File: src/srh_pkg.sv
package srh_pkg;

	// ----------------------------------------------------------------
	// clock and array shape
	// ----------------------------------------------------------------
	localparam int CLK_NS = 10;
	localparam int ADDR_W = 12;
	localparam int WORDS  = 4096;

	// ----------------------------------------------------------------
	// pin timing in ns (fastest grade)
	// ----------------------------------------------------------------
	localparam int POWERUP_NS    = 2_000_000;
	localparam int ACCESS_NS     = 200;
	localparam int ACT_MIN_NS    = 200;
	localparam int ACT_MAX_NS    = 10_000;
	localparam int PRECHARGE_NS  = 100;
	localparam int CYCLE_NS      = 310;
	localparam int RMW_NS        = 385;
	localparam int WE_PULSE_NS   = 60;
	localparam int WE_LEAD_NS    = 70;
	localparam int DHOLD_WE_NS   = 70;
	localparam int DHOLD_CE_NS   = 170;
	localparam int WE_HOLD_NS    = 150;

	// least times round up, longest times round down, never below one
	function automatic int cyc_min(input int ns);
		int c;
		c = (ns + CLK_NS - 1) / CLK_NS;
		return (c < 1) ? 1 : c;
	endfunction : cyc_min

	function automatic int cyc_max(input int ns);
		int c;
		c = ns / CLK_NS;
		return (c < 1) ? 1 : c;
	endfunction : cyc_max

	// ----------------------------------------------------------------
	// the same figures in clock cycles
	// ----------------------------------------------------------------
	localparam int POWERUP_CYC   = cyc_min(POWERUP_NS);
	localparam int ACCESS_CYC    = cyc_min(ACCESS_NS);
	localparam int ACT_MIN_CYC   = cyc_min(ACT_MIN_NS);
	localparam int ACT_MAX_CYC   = cyc_max(ACT_MAX_NS);
	localparam int PRECHARGE_CYC = cyc_min(PRECHARGE_NS);
	localparam int CYCLE_CYC     = cyc_min(CYCLE_NS);
	localparam int RMW_CYC       = cyc_min(RMW_NS);
	localparam int WE_PULSE_CYC  = cyc_min(WE_PULSE_NS);
	localparam int WE_LEAD_CYC   = cyc_min(WE_LEAD_NS);
	localparam int DHOLD_WE_CYC  = cyc_min(DHOLD_WE_NS);
	localparam int DHOLD_CE_CYC  = cyc_min(DHOLD_CE_NS);
	localparam int WE_HOLD_CYC   = cyc_min(WE_HOLD_NS);

	// ----------------------------------------------------------------
	// carriers
	// ----------------------------------------------------------------
	typedef enum logic [1:0] {
		SRH_OP_READ,
		SRH_OP_WRITE,
		SRH_OP_RMW
	} srh_op_t;

	typedef struct packed {
		srh_op_t             op;
		logic [ADDR_W-1:0]   addr;
		logic                wdata;
	} srh_req_t;

	typedef struct packed {
		logic                ce_n;
		logic                we_n;
		logic [ADDR_W-1:0]   addr;
		logic                write_data_in;
	} srh_pins_t;

endpackage : srh_pkg

File: src/srh_ctrl.sv
`timescale 1ns/1ps

// How it works
// - both strobes stay high for 2 ms after reset before first cycle
// - write strobe falls before chip strobe on early writes
// - chip strobe low between 200 ns and 10,000 ns per cycle
// - chip strobe stays high at least 100 ns between cycles
// - successive chip strobe falls at least 310 ns apart
// - write data is on the pin before the later strobe falls
// - write data held 170 ns past chip fall and 70 ns past write fall
// - write strobe low at least 60 ns
// - write strobe falls at least 70 ns before chip strobe rises
// - write strobe held low 150 ns from chip strobe fall
// - reads keep write strobe high through the chip strobe fall
// - modify time user chosen, bounded so chip strobe stays under max
// - read-modify-write cycles spaced at least 385 ns start to start
module srh_ctrl #(
	parameter int ADDR_W        = srh_pkg::ADDR_W,
	parameter int POWERUP_CYC   = srh_pkg::POWERUP_CYC,
	parameter int ACCESS_CYC    = srh_pkg::ACCESS_CYC,
	parameter int ACT_MIN_CYC   = srh_pkg::ACT_MIN_CYC,
	parameter int ACT_MAX_CYC   = srh_pkg::ACT_MAX_CYC,
	parameter int PRECHARGE_CYC = srh_pkg::PRECHARGE_CYC,
	parameter int CYCLE_CYC     = srh_pkg::CYCLE_CYC,
	parameter int RMW_CYC       = srh_pkg::RMW_CYC
) (
	input  wire logic               clk,
	input  wire logic               sys_rst,
	input  wire logic               req_valid,
	output logic                    req_ready,
	input  wire srh_pkg::srh_req_t  req,
	output logic                    rsp_valid,
	output logic                    rsp_rdata,
	output logic                    mod_ready,
	input  wire logic               mod_valid,
	input  wire logic               mod_wdata,
	output logic                    op_done,
	output logic                    link_ready,
	output srh_pkg::srh_pins_t      mem,
	input  wire logic               mem_dout
);

	// ----------------------------------------------------------------
	// derived limits
	// ----------------------------------------------------------------
	// ce low for a read or early write: access plus one sampling edge,
	// the minimum pulse, the write-strobe hold and the data hold
	localparam int ACT_A   = (ACT_MIN_CYC > ACCESS_CYC + 1) ?
		ACT_MIN_CYC : ACCESS_CYC + 1;
	localparam int ACT_B   = (srh_pkg::WE_HOLD_CYC > srh_pkg::DHOLD_CE_CYC) ?
		srh_pkg::WE_HOLD_CYC : srh_pkg::DHOLD_CE_CYC;
	localparam int ACT_END = (ACT_A > ACT_B) ? ACT_A : ACT_B;
	localparam int WE_A    = (srh_pkg::WE_PULSE_CYC > srh_pkg::WE_LEAD_CYC) ?
		srh_pkg::WE_PULSE_CYC : srh_pkg::WE_LEAD_CYC;
	localparam int WE_LOW  = (WE_A > srh_pkg::DHOLD_WE_CYC) ?
		WE_A : srh_pkg::DHOLD_WE_CYC;
	localparam int MOD_END = ACT_MAX_CYC - WE_LOW - 3;
	localparam int TW      = $clog2(ACT_MAX_CYC + RMW_CYC + 2);

	generate
		if (ADDR_W != srh_pkg::ADDR_W) begin : g_bad_addr
			$error("srh_ctrl: ADDR_W must match 4096 words");
		end
		if (MOD_END <= ACT_END || ACT_MAX_CYC < ACT_END + WE_LOW + 4)
		begin : g_bad_max
			$error("srh_ctrl: ACT_MAX_CYC too short for a modify cycle");
		end
		if (PRECHARGE_CYC < 1 || CYCLE_CYC < 1 || RMW_CYC < 1)
		begin : g_bad_gap
			$error("srh_ctrl: spacing limits must be at least 1");
		end
		if (POWERUP_CYC < 1 || ACCESS_CYC < 1 || ACT_MIN_CYC < 1)
		begin : g_bad_cyc
			$error("srh_ctrl: timing limits must be at least 1");
		end
		// the timers saturate; a gap beyond their reach would never end
		if (CYCLE_CYC > ACT_MAX_CYC + RMW_CYC ||
			PRECHARGE_CYC > ACT_MAX_CYC + RMW_CYC)
		begin : g_bad_reach
			$error("srh_ctrl: spacing limits beyond timer reach");
		end
	endgenerate

	localparam logic [TW-1:0] ACT_LAST = TW'(ACT_END - 1);
	localparam logic [TW-1:0] WE_LAST  = TW'(WE_LOW - 1);
	localparam logic [TW-1:0] PRE_LAST = TW'(PRECHARGE_CYC - 1);
	localparam logic [TW-1:0] CYC_LAST = TW'(CYCLE_CYC - 1);
	localparam logic [TW-1:0] RMW_LAST = TW'(RMW_CYC - 1);
	localparam logic [TW-1:0] MOD_LAST = TW'(MOD_END);

	typedef enum logic [2:0] {
		ST_POWERUP,
		ST_IDLE,
		ST_SETUP,
		ST_ACTIVE,
		ST_MODIFY,
		ST_DATA,
		ST_WRITE,
		ST_PRECHARGE
	} srh_state_t;

	// ----------------------------------------------------------------
	// state and timers
	// ----------------------------------------------------------------
	srh_state_t          state_reg;
	srh_state_t          state_next;
	srh_pkg::srh_pins_t  pins_reg;
	srh_pkg::srh_pins_t  pins_next;
	srh_pkg::srh_op_t    op_reg;
	srh_pkg::srh_op_t    op_next;
	logic                rdata_reg;
	logic                rdata_next;
	logic                rsp_reg;
	logic                rsp_next;
	logic                done_reg;
	logic                done_next;
	logic                last_rmw_reg;
	logic                last_rmw_next;
	logic [TW-1:0]       phase_el;
	logic [TW-1:0]       start_el;
	logic                hold_done;

	wire phase_restart = (state_next != state_reg);
	wire ce_falls      = (state_reg == ST_SETUP) &&
		(state_next == ST_ACTIVE);

	srh_powerup #(
		.HOLD_CYC (POWERUP_CYC)
	) u_powerup (
		.clk     (clk),
		.sys_rst (sys_rst),
		.ready   (hold_done)
	);

	// per-state timer, restarted on every state change
	srh_interval #(
		.W (TW)
	) u_phase (
		.clk     (clk),
		.sys_rst (sys_rst),
		.restart (phase_restart),
		.elapsed (phase_el)
	);

	// start-to-start timer: spacing counts from the last chip strobe fall
	srh_interval #(
		.W (TW)
	) u_start (
		.clk     (clk),
		.sys_rst (sys_rst),
		.restart (ce_falls),
		.elapsed (start_el)
	);

	// ----------------------------------------------------------------
	// decode
	// ----------------------------------------------------------------
	wire req_fire = req_valid && req_ready;
	wire mod_fire = mod_valid && mod_ready;
	wire gap_ok   = last_rmw_reg ? (start_el >= RMW_LAST) :
		(start_el >= CYC_LAST);
	wire act_done = (phase_el >= ACT_LAST);
	wire we_done  = (phase_el >= WE_LAST);
	wire pre_done = (phase_el >= PRE_LAST);
	wire mod_late = (start_el >= MOD_LAST);
	wire is_read  = (op_reg == srh_pkg::SRH_OP_READ);
	wire is_rmw   = (op_reg == srh_pkg::SRH_OP_RMW);
	// an early write has nothing to sample: the output stays off
	wire take_bit = is_read || is_rmw;

	assign req_ready  = (state_reg == ST_IDLE);
	assign mod_ready  = (state_reg == ST_MODIFY);
	assign rsp_valid  = rsp_reg;
	assign rsp_rdata  = rdata_reg;
	assign op_done    = done_reg;
	assign link_ready = (state_reg != ST_POWERUP);
	assign mem        = pins_reg;

	// ----------------------------------------------------------------
	// sequencer
	// ----------------------------------------------------------------
	always_comb begin
		state_next    = state_reg;
		pins_next     = pins_reg;
		op_next       = op_reg;
		rdata_next    = rdata_reg;
		rsp_next      = 1'b0;
		done_next     = 1'b0;
		last_rmw_next = last_rmw_reg;
		case (state_reg)
			ST_POWERUP: begin
				if (hold_done)
					state_next = ST_IDLE;
			end
			ST_IDLE: begin
				if (req_fire) begin
					// address and data go out a full cycle before ce falls
					op_next                 = req.op;
					pins_next.addr          = req.addr;
					pins_next.write_data_in = req.wdata;
					pins_next.we_n          =
						(req.op != srh_pkg::SRH_OP_WRITE);
					state_next              = ST_SETUP;
				end
			end
			ST_SETUP: begin
				// waits here while the previous cycle started too recently
				if (gap_ok) begin
					pins_next.ce_n = 1'b0;
					state_next     = ST_ACTIVE;
				end
			end
			ST_ACTIVE: begin
				// early write keeps we low with ce: output stays off
				if (act_done) begin
					if (take_bit) begin
						rdata_next = mem_dout;
						rsp_next   = 1'b1;
					end
					if (is_rmw) begin
						state_next = ST_MODIFY;
					end else begin
						pins_next.ce_n = 1'b1;
						pins_next.we_n = 1'b1;
						done_next      = 1'b1;
						last_rmw_next  = 1'b0;
						state_next     = ST_PRECHARGE;
					end
				end
			end
			ST_MODIFY: begin
				// a user that stalls too long gets the old bit written back
				if (mod_fire) begin
					pins_next.write_data_in = mod_wdata;
					state_next              = ST_DATA;
				end else if (mod_late) begin
					pins_next.write_data_in = rdata_reg;
					state_next              = ST_DATA;
				end
			end
			ST_DATA: begin
				pins_next.we_n = 1'b0;
				state_next     = ST_WRITE;
			end
			ST_WRITE: begin
				if (we_done) begin
					pins_next.ce_n = 1'b1;
					pins_next.we_n = 1'b1;
					done_next      = 1'b1;
					last_rmw_next  = 1'b1;
					state_next     = ST_PRECHARGE;
				end
			end
			ST_PRECHARGE: begin
				// the memory output is never sampled here: it is letting go
				if (pre_done)
					state_next = ST_IDLE;
			end
			default: begin
				state_next = ST_IDLE;
			end
		endcase
	end

	// ----------------------------------------------------------------
	// registers
	// ----------------------------------------------------------------
	always_ff @(posedge clk) begin
		if (sys_rst) begin
			state_reg    <= ST_POWERUP;
			pins_reg     <= '{ce_n: 1'b1, we_n: 1'b1,
				addr: '0, write_data_in: 1'b0};
			op_reg       <= srh_pkg::SRH_OP_READ;
		end else begin
			state_reg    <= state_next;
			pins_reg     <= pins_next;
			op_reg       <= op_next;
		end
	end

	// status flags apart from the strobe pins so each block stays short
	always_ff @(posedge clk) begin
		if (sys_rst) begin
			rdata_reg    <= 1'b0;
			rsp_reg      <= 1'b0;
			done_reg     <= 1'b0;
			last_rmw_reg <= 1'b0;
		end else begin
			rdata_reg    <= rdata_next;
			rsp_reg      <= rsp_next;
			done_reg     <= done_next;
			last_rmw_reg <= last_rmw_next;
		end
	end

endmodule : srh_ctrl

File: src/srh_interval.sv
`timescale 1ns/1ps

// ----------------------------------------------------------------
// saturating count of edges since the last restart
// ----------------------------------------------------------------
module srh_interval #(
	parameter int W = 11
) (
	input  wire logic         clk,
	input  wire logic         sys_rst,
	input  wire logic         restart,
	output logic [W-1:0]      elapsed
);

	generate
		if (W < 2) begin : g_bad_w
			$error("srh_interval: W must be at least 2");
		end
	endgenerate

	logic [W-1:0] elapsed_reg;
	logic [W-1:0] elapsed_next;

	// reset to saturated so nothing waits on a first cycle
	assign elapsed_next = restart ? '0 :
		((&elapsed_reg) ? elapsed_reg : elapsed_reg + W'(1));
	assign elapsed      = elapsed_reg;

	always_ff @(posedge clk) begin
		if (sys_rst)
			elapsed_reg <= '1;
		else
			elapsed_reg <= elapsed_next;
	end

endmodule : srh_interval

File: src/srh_powerup.sv
`timescale 1ns/1ps

// ----------------------------------------------------------------
// hold-off after reset release; reset is taken as supply good
// ----------------------------------------------------------------
module srh_powerup #(
	parameter int HOLD_CYC = 200000
) (
	input  wire logic   clk,
	input  wire logic   sys_rst,
	output logic        ready
);

	localparam int CW = $clog2(HOLD_CYC + 1);

	generate
		if (HOLD_CYC < 1) begin : g_bad_hold
			$error("srh_powerup: HOLD_CYC must be at least 1");
		end
	endgenerate

	logic [CW-1:0] count_reg;
	logic [CW-1:0] count_next;
	logic          ready_reg;
	logic          ready_next;

	assign ready_next = (count_reg >= CW'(HOLD_CYC - 1));
	assign count_next = ready_next ? count_reg : count_reg + CW'(1);
	assign ready      = ready_reg;

	always_ff @(posedge clk) begin
		if (sys_rst) begin
			count_reg <= '0;
			ready_reg <= 1'b0;
		end else begin
			count_reg <= count_next;
			ready_reg <= ready_next;
		end
	end

endmodule : srh_powerup

File: config.mk
export PLATFORM = sky130hd
export DESIGN_NAME = srh_ctrl
export DESIGN_NICKNAME = d
export VERILOG_FILES = /design/src/srh_pkg.sv /design/src/srh_ctrl.sv /design/src/srh_interval.sv /design/src/srh_powerup.sv
export SDC_FILE = /design/constraint.sdc
export NUM_CORES = 1
export LEC_CHECK = 0
export BUFFER_PORTS_ARGS = -buffer_cell sky130_fd_sc_hd__buf_2
export CAP_MARGIN = 20
export CORE_ASPECT_RATIO = 0.7
export CORE_MARGIN = 4
export CORE_UTILIZATION = 58
export CTS_CLUSTER_SIZE = 28
export DETAILED_ROUTE_END_ITERATION = 16
export PLACE_DENSITY = 0.8
export SLEW_MARGIN = 20
export SYNTH_ARGS = -nofsm -noshare
export SYNTH_HDL_FRONTEND = slang
export SYNTH_SLANG_ARGS = --single-unit
File: constraint.sdc
create_clock -name clk -period 2.29 [get_ports clk]
set_input_delay 0.3435 -clock clk [delete_from_list [all_inputs] [get_ports clk]]
set_output_delay 0.3435 -clock clk [all_outputs]
set_load 0.005 [all_outputs]
==> flow_metrics.py, run 1 <==
metrics = {
    "floorplanning": {
        "start_util": 0.622,
        "core-area_sq_mm": 0.00542,
        "fp.dieArea_sq_mm": 0.00712,
        "die_h_microns": 71.8,
        "die_x_microns": 99.2,
        "ios": 42,
        "core.rowCount": 22,
    },
    "cells_and_area": {
        "largest_register_ff_count": 18,
        "nets": 480,
        "drive_gt1_frac": 0.183,
        "fin_cells": 530,
        "diodes": 0,
        "area_growth_pct": 15.4,
        "fin_area_sq_mm": 0.00389,
    },
    "placed_design": {
        "hpwl_microns": 5530,
        "gp_congestion": 0.950,
        "placed_cell_area_sq_mm": 0.00366,
        "dp.cells": 514,
        "port_buffers": 41,
    },
    "min_path": {
        "hp-class": "input port to register",
        "hp-start": "req[4]",
        "holdPathEnd": "mem[4]",
        "worstHoldPathCells": 3,
    },
    "timing": {
        "clock_skew_ns": 0.00954,
        "setup-tns-final_ns": 0,
        "fmax_ghz": 0.470,
        "final.period_utilization": 0.929,
        "finalHoldViolCount": 0,
        "grt_setup_unrepaired": "no",
        "min_period_ns": 2.13,
        "holdWs_ns": 0.225,
        "worstMarginPinSlew_ns": 0.567,
        "finalSetupViolations": 0,
        "finalMaxSlewViolations": 0,
        "relSlewSlack": 0.620,
    },
    "global_routing": {
        "grt_max_degree": 45,
        "grtUsageTotal": 0.231,
        "overflow": 0,
        "grt_pass1_wl_microns": 13500,
        "antenna_found_initial": 0,
        "grt_pass1_vias": 2816,
    },
    "clock_tree": {
        "insertion_delay_ns": 0.35,
        "cts_buffers": 9,
        "htreeDepth": 3,
        "tritoncts": "yes",
        "cts_root_buffer": "clkbuf_8",
        "cts_setup_buffers": 0,
        "clock_path_buffers": 2,
        "cts.sinks": 65,
        "clkTransAtPathRegs_ns": 0.08,
    },
    "routing": {
        "dr.pass1.iters": 5,
        "via_per_inst": 5.89,
        "routedWlPerCell_microns": 14.7,
        "route.detailed.drc": 0,
        "wirelength_microns": 7820,
        "via_count": 3123,
        "ant_nets": 0,
        "drt_iter0_drc": 313,
    },
    "pwr": {
        "peakVddDrop_mv": 0.748,
        "pwr_density_cell_mw_per_mm2": 930,
        "leakage_uw": 0.00161,
        "totalPowerFinal_uw": 3620,
    },
    "synth": {
        "yosys.area.top_type": "dfxtp_1",
        "synth_top_area_share": 0.386,
        "syn_area_sq_mm": 0.00337,
        "async_flop_share": 0,
        "synthFlopType": "dfxtp_1",
        "ys_ff_latch": 65,
        "synth_cell_types": 61,
        "yosysSeqAreaShare": 0.386,
        "ys_top_cells_by_area": "dfxtp_1 (39%), nand2_1 (6.8%), a21oi_1 (5.3%)",
        "syn_nets": 443,
        "netlist_instances": 416,
        "synth_edf_count": 0,
        "ys_warn_count": 0,
        "syn_avg_cell_area_sq_um": 8.11,
    },
    "critical_path": {
        "cp-end-kind": "register",
        "cp.required_ns": 2.53,
        "arrival_ns": 2.37,
        "startpoint_type": "register",
        "cp_slowest_cell": "or4_1",
        "rr_worst_depth": 4,
        "crit_chain": "or4_1 -> nand2_1 -> a21boi_1 -> mux2_2",
        "critPathKind": "register to register",
        "r2r-start": "u_powerup.count_reg[13]",
        "path_max_fanout": 13,
        "max_stage_delay_ns": 0.57,
        "ff2ff_setup_slack_ns": 0.16,
        "r2r-end": "u_powerup.count_reg[0]",
    },
    "flow_run": {
        "cap_violations": 0,
    },
    "run_status": {
        "status": "completed",
    },
}
==> cell families (layout without fill, tap and decap cells) <==
family / count (synthesis) / count (layout) / synth area share
simple gates: 173 / 173 / 0.254
compound gates: 111 / 111 / 0.220
flops: 65 / 65 / 0.386
buf+inv: 34 / 76 / 0.0389
xor+xnor: 14 / 14 / 0.0364
mux: 13 / 13 / 0.0427
fa+ha+maj: 6 / 6 / 0.0223
==> how the worst max path moves through the flow <==
stage	startpoint	to	slack (ns)	cells past startpoint
6_report	u_powerup.count_reg[13]	u_powerup.count_reg[0]	0.16	4
5_1_grt	u_phase.elapsed[1]	u_phase.elapsed[9]	0.05	7
4_1_cts	u_phase.elapsed[1]	u_phase.elapsed[9]	0.18	7
3_5_place_dp	u_powerup.count_reg[13]	u_powerup.count_reg[0]	0.22	4
3_3_place_gp	u_phase.elapsed[2]	u_phase.elapsed[10]	0.30	5
2_1_floorplan	u_powerup.count_reg[12]	u_powerup.count_reg[3]	0.48	6
==> critical path, delay by kind of cell (launching register included) <==
family	cells	cell delay, ns
DFF	1	0.33
AOI/OAI and AO/OA	1	0.37
muxes	1	0.37
and+or+nand+nor	2	0.94
==> synth_stat cells, drive strengths merged, types with 6 or more instances <==
library cell  count
dfxtp            65
nand2            61
a21oi            36
nor2             31
o21ai            28
clkbuf           21
nand3            19
nor3             12
mux2             11
and3             10
inv               8
nand4             8
nor2b             8
a31oi             7
xnor2             7
xor2              7
and2              6
ha                6
==> layout by cell type, fill, tap and decap left out, drive strengths merged, types with 4 or more instances in the layout <==
master and count:
a211oi 5, a21oi 36, a311oi 4, a31oi 7, and2 6, and3 10
and4 5, buf 52, clkbuf 9, dfxtp 65, ha 6, inv 9
mux2 11, nand2 61, nand3 19, nand4 8, nor2 31, nor2b 8
nor3 12, o21ai 28, o31ai 4, xnor2 7, xor2 7
==> layout make-up <==
type,instances,area (sq um)
multi-input cells,317,1950
fillers,425,1530
flip-flops and latches,65,1300
repair buffers,52,300
clock buffers,9,124
clock inverters,7,93.8
well taps,72,90.1
inverters,8,30.0
==> routing by layer <==
layer  track usage  share of wire
met5             0              0
met4        0.0682          0.011
met3        0.0613          0.072
met2         0.336           0.41
met1         0.336           0.51
==> power by group <==
group	switching [uW]	internal, uW	total, uW
Sequential	211	1270	1480
Clock	465	612	1080
Combinational	564	495	1060
Total	1240	2380	3620
==> what timing repair did <==
item | 4_1_cts | 5_1_grt
endpoints found under the hold margin | 0 | 0
setup endpoints to repair | 0 | 1
hold buffers | 0 | 0
gates resized for setup | 0 | 1
==> stage by stage <==
stage,setup WS [ns],utilization
after floorplan,0.475,-
after global placement,0.296,0.675
after detailed placement,0.224,0.675
after CTS,0.177,0.716
after global routing,0.0483,0.718
final,0.162,0.718
Note: power is estimated with default switching activity, not from simulation.
==> run 2, diff against run 1 <==
--- a/config.mk
+++ b/config.mk
@@ -7,13 +7,14 @@
 export LEC_CHECK = 0
 export BUFFER_PORTS_ARGS = -buffer_cell sky130_fd_sc_hd__buf_2
 export CAP_MARGIN = 20
-export CORE_ASPECT_RATIO = 0.7
+export CORE_ASPECT_RATIO = 1.25
 export CORE_MARGIN = 4
-export CORE_UTILIZATION = 58
+export CORE_UTILIZATION = 52
 export CTS_CLUSTER_SIZE = 28
 export DETAILED_ROUTE_END_ITERATION = 16
-export PLACE_DENSITY = 0.8
+export PLACE_DENSITY = 0.75
 export SLEW_MARGIN = 20
 export SYNTH_ARGS = -nofsm -noshare
 export SYNTH_HDL_FRONTEND = slang
+export SYNTH_HIERARCHICAL = 1
 export SYNTH_SLANG_ARGS = --single-unit
==> constraint.sdc (replaced) <==
create_clock -name clk -period 1.95 [get_ports clk]
set_input_delay 0.2925 -clock clk [delete_from_list [all_inputs] [get_ports clk]]
set_output_delay 0.2925 -clock clk [all_outputs]
set_load 0.005 [all_outputs]
==> run 2 against run 1 <==
The run now ends with negative setup slack left. Sequential share of layout area is 5.2 points lower. Power is 26% higher. Synthesized cell count is 1.4% higher. Largest power group is now combinational logic.
==> flow_metrics.py, run 2 <==
metrics = {
    "clock_tree": {
        "cts_buffers": 9,
        "tritoncts": "yes",
        "cts.sinks": 65,
        "insertion_delay_ns": 0.35,
        "clkTransAtPathRegs_ns": 0.07,
        "htreeDepth": 3,
        "clock_path_buffers": 2,
        "cts_root_buffer": "clkbuf_8",
    },
    "critical_path": {
        "r2r-end": "u_start/elapsed[5]",
        "startpoint_type": "register",
        "crit_cells": 7,
        "rr_worst_depth": 7,
        "endpoint": "u_start/elapsed[5]",
        "arrival_ns": 2.58,
        "critPathKind": "register to register",
        "timing.critical_path.buf_inv": 2,
        "crit_chain": "or4_1 -> a211o_1 -> o211ai_2 -> buf_4 -> clkinvlp_4 -> or4_1 -> nand4_1",
        "path_max_fanout": 7,
        "cp-startpoint": "u_start/elapsed[8]",
        "cp-end-kind": "register",
        "critPathMostFrequentCell": "or4_1",
        "ff2ff_setup_slack_ns": -0.33,
        "cp_slowest_cell": "or4_1",
        "r2r-start": "u_start/elapsed[8]",
        "cp.required_ns": 2.24,
        "max_stage_delay_ns": 0.54,
        "cpLargestDelayFamily": "simple AND/OR/NAND/NOR gates",
    },
    "cells_and_area": {
        "final_common_cell": "dfxtp_1",
        "area_growth_pct": 32.1,
        "nets": 542,
        "diodes": 0,
        "fin_area_sq_mm": 0.00461,
        "drive_gt1_frac": 0.337,
        "utilization": 0.703,
        "largest_register_ff_count": 18,
        "final_cell_mix": "dfxtp_1 (64), buf_4 (61), nand2_1 (56)",
    },
    "synth": {
        "syn_nets": 446,
        "yosys.area_share.simple": 0.281,
        "synthAdderAreaFrac": 0.0107,
        "syn_avg_cell_area_sq_um": 8.28,
        "synth_most_common_cell": "dfxtp_1",
        "synth_xor_xnor_area_share": 0.0351,
        "yosysSeqAreaShare": 0.373,
        "synth_top_area_share": 0.373,
        "syn_area_sq_mm": 0.00349,
        "netlist_instances": 422,
        "synth_edf_count": 0,
        "synth_top_family_by_area": "simple AND/OR/NAND/NOR gates",
        "muxShareOfSynthArea": 0.0240,
        "synth_cell_types": 61,
        "ys_ff_latch": 65,
        "synth_compound_area_frac": 0.234,
        "yosys.area.top_type": "dfxtp_1",
        "async_flop_share": 0,
        "ys_top_cells_by_count": "dfxtp_1 (65), nand2_1 (56), nor2_1 (44), a21oi_1 (30), clkbuf_1 (16)",
        "ys_top_cells_by_area": "dfxtp_1 (37%), nand2_1 (6.0%), nor2_1 (4.7%)",
        "synthFlopType": "dfxtp_1",
        "ys_warn_count": 6,
    },
    "placed_design": {
        "placed_cell_area_sq_mm": 0.00419,
        "gp_congestion": 0.948,
        "pre_cts_slack_ns": -0.359,
        "port_buffers": 41,
        "hpwl_microns": 6300,
    },
    "routing": {
        "routedWlPerCell_microns": 15.3,
        "ant_nets": 0,
        "via_count": 3598,
        "drt_iter0_drc": 196,
        "via_per_inst": 5.90,
        "dr.pass1.iters": 6,
        "route.detailed.drc": 0,
        "wirelength_microns": 9310,
    },
    "timing": {
        "fin_ws_ns": -0.333,
        "relSlewSlack": 0.539,
        "final.period_utilization": 1.17,
        "finalHoldViolCount": 0,
        "grt_setup_unrepaired": "yes",
        "fmax_ghz": 0.438,
        "worstMarginPinSlew_ns": 0.691,
        "finalSetupViolations": 21,
        "finalMaxSlewViolations": 0,
        "min_period_ns": 2.28,
        "clock_skew_ns": 0.00726,
    },
    "global_routing": {
        "grt_max_degree": 37,
        "antenna_found_initial": 0,
        "grt_pass1_wl_microns": 15100,
        "grtUsageTotal": 0.233,
        "grt_pass1_vias": 3389,
        "overflow": 0,
    },
    "pwr": {
        "pwr_density_cell_mw_per_mm2": 989,
        "leakage_uw": 0.00188,
        "peakVddDrop_mv": 0.675,
    },
    "floorplanning": {
        "core-area_sq_mm": 0.00657,
        "ios": 42,
        "fp.dieArea_sq_mm": 0.00810,
        "die_h_microns": 99.6,
        "core.rowCount": 33,
        "die_x_microns": 81.3,
        "start_util": 0.532,
    },
    "min_path": {
        "hp-class": "input port to register",
        "hp-start": "req[1]",
    },
    "run_status": {
        "status": "complete, but fails checks",
        "failed_checks": "negative setup slack",
    },
    "flow_run": {
        "cap_violations": 0,
    },
}
run 2: per-layer routing:
metal	track usage	wire, microns
met5	0	0
met4	0.104	216
met3	0.0480	461
met2	0.400	4760
met1	0.274	3870
run 2: timing repair:
| action | 4_1_cts | 5_1_grt |
|---|---|---|
| pin swaps | 7 | 12 |
| setup endpoints to repair | 21 | 28 |
| resized for setup | 16 | 26 |
| hold buffers | 0 | 0 |
| setup buffers | 3 | 3 |
run 2: worst min-delay path, delay by kind of cell:
family	cells	cell delay, ns
buf+inv	1	0.09
compound gates	1	0.05
simple gates	1	0.04
run 2: power breakdown:
group / total [uW] / internal (uW) / switching, uW
Clock: 1130 / 615 / 513
Combinational: 1820 / 813 / 1010
Sequential: 1610 / 1470 / 138
run 2: cells by family after synthesis:
logic type               after synthesis
AND/OR/NAND/NOR                      184
multiplexers                           8
flip-flops                            65
adder cells (fa/ha/maj)                3
AO/OA/AOI/OAI                        112
XOR/XNOR                              14
buffers and inverters                 36
run 2: worst min-delay path by stage:
stage	to	cells after the start
final	mem[1]	3
after global routing	mem[3]	3
after CTS	mem[1]	3
after detailed placement	mem[3]	2
after global placement	mem[11]	2
after floorplan	u_phase/elapsed[1]	1
run 2: cell type report:
| class | count | area, sq um |
|---|---|---|
| Clock buffer | 10 | 138 |
| Clock inverter | 6 | 57.6 |
| Timing Repair Buffer | 107 | 719 |
| Inverter | 14 | 63.8 |
| Tap cell | 87 | 109 |
| Multi-Input combinational cell | 321 | 2220 |
| Fill cell | 522 | 1950 |
| Sequential cell | 65 | 1310 |
run 2: metrics by stage:
step           power [uW]  hold WS, ns  TNS (ns)  instances
2_1_floorplan        2720        0.399     -1.14        422
3_3_place_gp         3170        0.439     -2.93        589
3_5_place_dp         3230        0.446     -3.64        589
4_1_cts              4420        0.160     -4.30        608
5_1_grt              4830        0.168     -6.69        610
6_report             4560        0.176     -4.57        610
